[src/design/mcd_consts.vh]
// constants for the motion command decoder
`ifndef MCD_CONSTS_VH
`define MCD_CONSTS_VH
`define MCD_CMD_SPIN_RIGHT   8'h01
`define MCD_CMD_SPIN_LEFT    8'h02
`define MCD_CMD_HALT         8'h03
`define MCD_CMD_MOVE         8'h04
`define MCD_CMD_WRITE_PARAM  8'h05
`define MCD_CMD_READ_PARAM   8'h06
`define MCD_TYPE_ABSOLUTE    8'h00
`define MCD_TYPE_RELATIVE    8'h01
`define MCD_TYPE_STORED      8'h02
`define MCD_PARAM_TARGET_POS 8'h00
`define MCD_PARAM_ACTUAL_POS 8'h01
`define MCD_PARAM_TARGET_VEL 8'h02
`define MCD_NUM_PARAMS       16
`define MCD_NUM_POINTS       21
`define MCD_STATUS_OK        8'h64
`define MCD_STATUS_BAD_SUM   8'h01
`define MCD_STATUS_BAD_CMD   8'h02
`define MCD_STATUS_BAD_TYPE  8'h03
`define MCD_STATUS_BAD_VALUE 8'h04
`define MCD_FRAME_LEN        4'h9
`endif

[src/design/mcd_motion_command_decoder.v]
// command frame decoder for one stepper axis
//
// Overview of operation
// stop command is code 03h with type, bank and value all zero
// stop selects velocity mode with zero target speed for soft stop
// move replies at once and further commands are accepted during travel
// move uses ramp and maximum speed held in axis parameters
// move position value is a 32-bit signed integer
// code 4 is move; type 0 absolute, 1 relative, 2 stored point
// relative target is actual position plus signed offset; host keeps range
// shorter path taken through 32-bit wraparound
// host defines a stored point before moving to it
// every move writes its result into axis parameter 0
// stop or spin command aborts a positioning move in progress
// stop, move and parameter write answer status 100 in direct mode
// code 5 bank 0 writes value into axis parameter chosen by type
// axis parameters live in volatile storage only
// read from stored program also copies value into accumulator
// direct read returns value in reply only, accumulator unchanged
// frame order: address, code, type, bank, value msb first, checksum
// checksum is sum modulo 256 of the eight bytes before it
// move with type other than 0, 1 or 2 gets error, target kept
`timescale 1ns/1ps
`default_nettype none
`include "mcd_consts.vh"
module mcd_motion_command_decoder (
	input  wire        clock,
	input  wire        rstn,
	input  wire        frame_valid,
	input  wire [7:0]  frame_byte,
	input  wire        from_program,
	input  wire [31:0] actual_position,
	input  wire        point_write,
	input  wire [4:0]  point_index,
	input  wire [31:0] point_value,
	output reg         reply_valid,
	output reg  [7:0]  reply_address,
	output reg  [7:0]  reply_status,
	output reg  [7:0]  reply_code,
	output reg  [31:0] reply_value,
	output reg  [31:0] accumulator,
	output reg         velocity_mode,
	output reg  [31:0] target_position,
	output reg  [31:0] target_velocity,
	output reg  [31:0] max_position_speed,
	output reg  [31:0] ramp_accel,
	output reg  [31:0] ramp_decel,
	output reg         move_start,
	output reg         move_busy,
	output reg  [31:0] move_distance
);
	localparam ST_COLLECT = 3'b001;
	localparam ST_EXECUTE = 3'b010;
	localparam ST_REPLY   = 3'b100;

	reg  [2:0]  state;
	reg  [3:0]  byte_count;
	reg  [7:0]  frame_addr;
	reg  [7:0]  frame_code;
	reg  [7:0]  frame_type;
	reg  [7:0]  frame_bank;
	reg  [31:0] frame_value;
	reg  [7:0]  frame_sum;
	reg  [7:0]  frame_check;
	reg         latched_program;
	// volatile only: contents vanish with power and reset
	reg  [31:0] axis_param [0:`MCD_NUM_PARAMS-1];
	reg  [31:0] stored_point [0:`MCD_NUM_POINTS-1];
	reg  [31:0] next_target;
	reg  [31:0] read_value;
	wire [3:0]  param_sel;
	wire        sum_ok;
	wire        halt_ok;
	wire        last_byte;
	wire        exec_ok;
	wire        bank_zero;
	wire        param_write;
	wire        move_type_bad;
	wire        point_bad;
	wire        move_accept;
	wire        move_abort;
	wire        arrived;

	assign param_sel = frame_type[3:0];
	assign sum_ok = (frame_sum == frame_check);
	assign halt_ok = (frame_type == 8'h00) && (frame_bank == 8'h00) &&
		(frame_value == 32'h0000_0000);
	assign last_byte = (byte_count == `MCD_FRAME_LEN - 4'h1);
	assign exec_ok = (state == ST_EXECUTE) && sum_ok;
	assign bank_zero = (frame_bank == 8'h00);
	assign param_write = exec_ok && bank_zero &&
		(frame_code == `MCD_CMD_WRITE_PARAM);
	assign move_type_bad = (frame_type > `MCD_TYPE_STORED);
	// only points 0..20 exist; larger numbers are refused
	assign point_bad = (frame_type == `MCD_TYPE_STORED) &&
		(frame_value >= `MCD_NUM_POINTS);
	assign move_accept = exec_ok && (frame_code == `MCD_CMD_MOVE) &&
		!move_type_bad && !point_bad;
	// stop and both spins end a positioning move
	assign move_abort = exec_ok &&
		(((frame_code == `MCD_CMD_HALT) && halt_ok) ||
		(frame_code == `MCD_CMD_SPIN_RIGHT) ||
		(frame_code == `MCD_CMD_SPIN_LEFT));
	assign arrived = move_busy && (actual_position == target_position);

	// relative sum wraps modulo 2^32, host keeps it in range
	always @* begin
		case (frame_type)
		`MCD_TYPE_RELATIVE: next_target = actual_position + frame_value;
		`MCD_TYPE_STORED:
			next_target = stored_point[frame_value[4:0]];
		default: next_target = frame_value;
		endcase
	end

	always @* begin
		case (frame_type)
		`MCD_PARAM_TARGET_POS: read_value = target_position;
		`MCD_PARAM_ACTUAL_POS: read_value = actual_position;
		`MCD_PARAM_TARGET_VEL: read_value = target_velocity;
		default: read_value = axis_param[param_sel];
		endcase
	end

	genvar gi;
	generate
		// points are written only from point_value at point_index by point_write
		for (gi = 0; gi < `MCD_NUM_POINTS; gi = gi + 1) begin : g_point
			always @(posedge clock or negedge rstn) begin
				if (!rstn) begin
					stored_point[gi] <= 32'h0000_0000;
				end else if (point_write && point_index == gi) begin
					stored_point[gi] <= point_value;
				end
			end
		end
		for (gi = 0; gi < `MCD_NUM_PARAMS; gi = gi + 1) begin : g_param
			always @(posedge clock or negedge rstn) begin
				if (!rstn) begin
					axis_param[gi] <= 32'h0000_0000;
				end else if (param_write && param_sel == gi) begin
					axis_param[gi] <= frame_value;
				end
			end
		end
	endgenerate

	// ramp figures follow the parameter store every cycle
	always @(posedge clock or negedge rstn) begin
		if (!rstn) begin
			max_position_speed <= 32'h0000_0000;
			ramp_accel         <= 32'h0000_0000;
			ramp_decel         <= 32'h0000_0000;
		end else begin
			max_position_speed <= axis_param[4];
			ramp_accel         <= axis_param[5];
			ramp_decel         <= axis_param[6];
		end
	end

	// a new move wins over arrival in the same cycle
	always @(posedge clock or negedge rstn) begin
		if (!rstn) begin
			move_start    <= 1'b0;
			move_busy     <= 1'b0;
			move_distance <= 32'h0000_0000;
		end else begin
			move_start <= move_accept;
			if (move_accept) begin
				move_busy     <= 1'b1;
				// signed difference: wrap picks shorter way
				move_distance <= next_target - actual_position;
			end else if (move_abort || arrived) begin
				move_busy <= 1'b0;
			end
		end
	end

	// every move and a write of parameter 0 land in the target
	always @(posedge clock or negedge rstn) begin
		if (!rstn) begin
			target_position <= 32'h0000_0000;
		end else if (move_accept) begin
			target_position <= next_target;
		end else if (param_write &&
			frame_type == `MCD_PARAM_TARGET_POS) begin
			target_position <= frame_value;
		end
	end

	always @(posedge clock or negedge rstn) begin
		if (!rstn) begin
			state              <= ST_COLLECT;
			byte_count         <= 4'h0;
			frame_addr         <= 8'h00;
			frame_code         <= 8'h00;
			frame_type         <= 8'h00;
			frame_bank         <= 8'h00;
			frame_value        <= 32'h0000_0000;
			frame_sum          <= 8'h00;
			frame_check        <= 8'h00;
			latched_program    <= 1'b0;
			reply_valid        <= 1'b0;
			reply_address      <= 8'h00;
			reply_status       <= 8'h00;
			reply_code         <= 8'h00;
			reply_value        <= 32'h0000_0000;
			accumulator        <= 32'h0000_0000;
			velocity_mode      <= 1'b0;
			target_velocity    <= 32'h0000_0000;
		end else begin
			reply_valid <= 1'b0;
			case (state)
			ST_COLLECT: begin
				if (frame_valid) begin
					byte_count <= byte_count + 4'h1;
					// first byte restarts the sum so frames never mix
					if (byte_count == 4'h0) begin
						frame_sum <= frame_byte;
					end else if (!last_byte) begin
						frame_sum <= frame_sum + frame_byte;
					end
					case (byte_count)
					4'h0: frame_addr <= frame_byte;
					4'h1: frame_code <= frame_byte;
					4'h2: frame_type <= frame_byte;
					4'h3: frame_bank <= frame_byte;
					4'h4: frame_value[31:24] <= frame_byte;
					4'h5: frame_value[23:16] <= frame_byte;
					4'h6: frame_value[15:8] <= frame_byte;
					4'h7: frame_value[7:0] <= frame_byte;
					default: begin
						frame_check     <= frame_byte;
						latched_program <= from_program;
						byte_count      <= 4'h0;
						state           <= ST_EXECUTE;
					end
					endcase
				end
			end
			ST_EXECUTE: begin
				reply_address <= frame_addr;
				reply_code    <= frame_code;
				reply_value   <= 32'h0000_0000;
				reply_status  <= `MCD_STATUS_OK;
				if (!sum_ok) begin
					reply_status <= `MCD_STATUS_BAD_SUM;
				end else begin
					case (frame_code)
					`MCD_CMD_HALT: begin
						if (halt_ok) begin
							velocity_mode   <= 1'b1;
							target_velocity <= 32'h0000_0000;
						end else begin
							reply_status <= `MCD_STATUS_BAD_VALUE;
						end
					end
					`MCD_CMD_SPIN_RIGHT, `MCD_CMD_SPIN_LEFT: begin
						velocity_mode   <= 1'b1;
						target_velocity <= (frame_code == `MCD_CMD_SPIN_LEFT) ?
							(32'h0000_0000 - frame_value) : frame_value;
					end
					`MCD_CMD_MOVE: begin
						if (move_type_bad) begin
							reply_status <= `MCD_STATUS_BAD_TYPE;
						end else if (point_bad) begin
							reply_status <= `MCD_STATUS_BAD_VALUE;
						end else begin
							velocity_mode <= 1'b0;
						end
					end
					`MCD_CMD_WRITE_PARAM: begin
						if (!bank_zero) begin
							reply_status <= `MCD_STATUS_BAD_VALUE;
						end else if (frame_type == `MCD_PARAM_TARGET_VEL) begin
							target_velocity <= frame_value;
						end
					end
					`MCD_CMD_READ_PARAM: begin
						reply_value <= read_value;
						if (latched_program) begin
							accumulator <= read_value;
						end
					end
					default: reply_status <= `MCD_STATUS_BAD_CMD;
					endcase
				end
				state <= ST_REPLY;
			end
			ST_REPLY: begin
				reply_valid <= 1'b1;
				state       <= ST_COLLECT;
			end
			default: state <= ST_COLLECT;
			endcase
		end
	end
endmodule
`default_nettype wire

[config.mk]
export PLATFORM = sky130hd
export DESIGN_NAME = mcd_motion_command_decoder
export DESIGN_NICKNAME = d
export VERILOG_FILES = /design/src/design/mcd_motion_command_decoder.v
export VERILOG_INCLUDE_DIRS = /design/src /design/src/design
export SDC_FILE = /design/constraint.sdc
export NUM_CORES = 2
export LEC_CHECK = 0
export BUFFER_PORTS_ARGS = -buffer_cell sky130_fd_sc_hd__buf_4
export CELL_PAD_IN_SITES_DETAIL_PLACEMENT = 0
export CELL_PAD_IN_SITES_GLOBAL_PLACEMENT = 1
export CORE_AREA = 2 2 405 407
export CTS_BUF_LIST = sky130_fd_sc_hd__clkbuf_4
export DETAILED_ROUTE_END_ITERATION = 12
export DIE_AREA = 0 0 407 409
export PLACE_DENSITY_LB_ADDON = 0.1
export SLEW_MARGIN = 20
export SYNTH_ARGS = -nofsm -noshare
export SYNTH_HDL_FRONTEND = slang
export SYNTH_SLANG_ARGS = --single-unit
[constraint.sdc]
create_clock -name clock -period 10.19 [get_ports clock]
set_input_delay 1.019 -clock clock [delete_from_list [all_inputs] [get_ports clock]]
set_output_delay 1.019 -clock clock [all_outputs]
set_load 0.02 [all_outputs]
==> results.md <==
Run status:
- The flow ran to the end, and the final reports show no timing, DRC or antenna violations.

Synthesis:
- Of the post-synthesis cell area, the dominant cell type holds 0.5347.
- The total of warnings raised by yosys is 0.
- The synthesized area divided by synthesized cell count is 13.33 um^2.
- Sorting the synthesized cells by area gives the leading types as dfrtp_1 53%, mux2_2 18%, mux4_2 11%.
- The number of enable-type register cells in the synthesized netlist is 0.
- The prevailing post-synth register cell is dfrtp_1.
- By count the netlist is led by 1551 x dfrtp_1, 1174 x mux2_2, 465 x nand2_1.
- For this run, the register share of the synthesized area comes to 0.5351.
- The synthesized design contains 1552 register bits.
- The most frequently used cell type in the post-synthesis netlist is dfrtp_1.
- The proportion of synthesized flip-flops having asynchronous set or reset is 1.000.
- The number of different library cells in the post-synthesis netlist is 75.
- dfrtp_1 takes more of the synthesized area than any other cell.
- The combined area of all synthesized cells is 0.07258 mm^2.
- Counting every instance in the synthesized netlist gives 5446.

Power and ir drop:
- The power dissipated by switching net loads is 0.006727 W.
- The logic gate share of total power is 0.316.
- The worst IR drop on VDD is 0.1774 mV.
- Of the total power, the share spent switching nets is 0.3504.
- The portion of total power attributed to sequential cells is 0.392.
- The power per unit of standard cell area is 230.6 mW/mm^2.
- The leakage power is 39.05 nW.
- The share of power burned in the clock network is 0.291.
- Cell internal power was estimated by the tool at 0.01247 W.

Clocking:
- The cell chosen for the clock root is clkbuf_4.
- The count of instances resized after the clock tree is built is 0.
- The TritonCTS sink count is 1552.
- The clock edge transition at the registers on the reported setup and hold paths is 0.07 ns.
- The buffer count from post-CTS setup fixing is 0.
- The clock insertion delay at the later pin of the skew report is 1.38 ns.
- TritonCTS built the clock tree.
- The clock passes through at most 4 buffers.
- The level count of the clock H-tree is 5.
- The number of hold buffers added after CTS was 43.
- Clock tree synthesis inserted a total of 434 buffers.

Setup path:
- The largest driver fanout on the critical path is 88.
- The slowest stage of the critical path belongs to the cell dfrtp_4.
- The critical path data arrival time is 7.35 ns.
- The startpoint class of the critical path is a register.
- By instance count, the cell type seen most on the critical path is o21ai_0.
- The startpoint identified for the worst register-to-register timing path is frame_value[0].
- Counting both buffers and inverters, the worst setup path holds a total of 1.
- The largest single stage delay on the critical path is 0.88 ns.
- The critical path endpoint category is a register.
- The signal on the critical path passes through buf_12 > mux4_2 > mux4_2 > nor2_1 > nor3_1 > a21oi_1 > o21ai_0 > ha_1 > nand4_1 > or4_1 > a211oi_1 > or3_1 > a221oi_1 > o21ai_0 > xnor2_1 > xnor2_1 > o21ai_0.
- The data required time of the critical path is 11.38 ns.
- The type of the setup path with the least slack is reg -> reg.
- The most critical setup path has its startpoint at frame_value[0].
- The cell family contributing the most delay on the critical path is simple AND/OR/NAND/NOR gates.

Placed design:
- At the end of routability-driven placement, the weighted congestion stood at 0.8957.
- The detailed placer's ending HPWL is 144600 um.
- Port buffering added 362 buffers.

Finish:
- The relative area change from synthesis to final layout is 14.69%.
- The area of all sequential standard cells is 0.03886 mm^2.
- The final design utilization is 0.5138.
- After filler insertion, the fill cell instance count of the layout stands at 14.45k.
- The net count of the finished layout is 6089.
- In the final layout, the share of cells above drive strength 1 is 0.4378.
- In the final layout, the multi-input gates occupy 0.03194 mm^2.

GRT:
- The wire length of the first global-routing pass is 337500 um.
- The via count of the first global-routing pass was 49.61k.
- Entering global routing, the biggest net connects 184 pins.
- After global routing the overflow that remains totals 0.
- The number of antenna violations at the first check in global routing is 12.
- Across every metal layer, demand over resource in global routing totals 0.2758.

Worst hold path:
- The startpoint of the lowest-slack hold path is actual_position[0].
- In this run the worst hold path is classified as in -> reg.

Drt:
- In the final routed layout, each cell accounts on average for 27.08 um.
- After detailed routing, the number of vias per cell comes to 5.751.
- The count of nets left with antenna violations once routing finished came out at 0.
- In this run, the number of DRC markers left after iteration 0 of detailed routing was 3282.
- The first detailed-routing pass took 5 iterations.
- After detailed routing, the number of remaining DRC violations is 0.
- The routed design has 227700 um of wire.
- Across all layers, the routed design uses 48.36k vias.

Timing:
- The headroom to the max-slew limit is 0.2304.
- For the pin with the worst max-slew slack, the measured transition is 1.145 ns.
- For the final routed database, the setup TNS stands at 0 ns.
- The minimum period implied by the final worst setup slack is 6.164 ns.
- Setup violations remaining at the end of the flow were counted as 0.
- The clock arrives with 0.1070 ns of skew.
- Setup repair after global routing left no endpoint under its margin.
- The number of hold violations in the final report is 0.
- The portion of the clock cycle consumed by the worst path in the final layout is 0.6049.
- The max-slew violation total from the final report is 0.
- Derived from the worst setup path, the maximum achievable clock frequency is 162.2 MHz.

Die:
- The core region area is 0.1620 mm^2.
- The number of primary I/O pins is 366.
- The die boundary height is 409 um.
- From left edge to right edge, the die measures 407 um.
- The floorplan has 148 rows.
- For this configuration, the core starts out at a cell density of 0.4480.
- The die covers 0.1665 mm^2.

Run:
- The tool flagged a number of max-cap violations equal to 0.
-- power groups by stage --
stage,Sequential (W),Combinational [W],Clock [W]
final,0.00753,0.00607,0.00560
after global routing,0.00764,0.00653,0.00613
after floorplan,0.00733,0.00429,0
after CTS,0.00754,0.00609,0.00578
after global placement,0.00763,0.00603,0
after detailed placement,0.00765,0.00605,0
-- worst min-delay path: cells and delay by family --
kind                     cells  cell delay (ns)
AO/OA/AOI/OAI                1             0.10
adder cells (fa/ha/maj)      1             0.20
buffers and inverters        1             0.19
-- logic make-up (layout without fill, tap and decap cells) --
| group | after synthesis | count (layout) | synth area share |
|---|---|---|---|
| flip-flops | 1552 | 1552 | 0.5351 |
| multiplexers | 1560 | 1560 | 0.2943 |
| XOR/XNOR | 91 | 91 | 0.01098 |
| other | 1 | 7 | 0.00005166 |
| adder cells (fa/ha/maj) | 78 | 78 | 0.01376 |
| AO/OA/AOI/OAI | 732 | 732 | 0.06151 |
| buffers and inverters | 532 | 1315 | 0.02844 |
| AND/OR/NAND/NOR | 900 | 900 | 0.05587 |
-- area by class of cell --
| type | count | share of cell area |
|---|---|---|
| Sequential cell | 1552 | 0.4669 |
| Multi-Input combinational cell | 3364 | 0.3837 |
| Clock buffer | 658 | 0.05934 |
| Timing Repair Buffer | 513 | 0.04969 |
| Tap cell | 2175 | 0.03269 |
| Clock inverter | 80 | 0.004719 |
| Inverter | 64 | 0.002886 |
| Antenna cell | 4 | 0.0001202 |
-- metrics by stage --
step           setup WS (ns)  power, W  cell area (um^2)  hold WS (ns)  std cells
2_1_floorplan          4.472   0.01162             72590        0.3638       5448
3_3_place_gp           3.883   0.01366             77450        0.3788       7624
3_5_place_dp           3.907   0.01371             77450        0.3803       7624
4_1_cts                4.016   0.01940             83210      0.004726       8405
5_1_grt                3.466   0.02029             83250       0.05828       8410
6_report               4.026   0.01920             83250        0.1811       8410
-- metal layers --
layer / track usage / wire [um] / share of wire / vias up
met2: 0.4433 / 109600 / 0.48 / 1393
met3: 0.06224 / 13920 / 0.061 / 362
met4: 0.08646 / 5966 / 0.026 / 20
li1: - / - / - / 21110
met5: 0 / 134 / 0.00059 / -
met1: 0.3719 / 98080 / 0.43 / 25480
-- placed cells by master (no fill, tap or decap), drive strengths merged, types with 74 or more instances in the layout --
master,count
buf,470
clkbuf,658
mux2,1174
nor3,87
o21ai,337
a21oi,106
nand2,465
nor2,129
ha,75
dfrtp,1551
mux4,342
clkinv,74
-- registers in the layout, summed over array words and instances, names as in the netlist, 32 cells and up --
| register | flops |
|---|---|
| accumulator | 32 |
| axis_param | 512 |
| frame_value | 32 |
| max_position_speed | 32 |
| move_distance | 32 |
| ramp_accel | 32 |
| ramp_decel | 32 |
| reply_value | 32 |
| stored_point | 672 |
| target_position | 32 |
| target_velocity | 32 |
-- worst paths after layout --
kind / endpoint / slack [ns] / depth (start not counted)
worst min-delay path: move_distance[0] / 0.18 / 3
worst max-delay path: move_distance[31] / 4.03 / 17
worst min register to register: ramp_decel[2] / 0.39 / 0
worst max register to register: move_distance[31] / 4.03 / 17
max in group asynchronous: stored_point[572] / 7.49 / 4
min in group asynchronous: axis_param[489] / 0.32 / 2
Note: power is estimated with default switching activity, not from simulation.
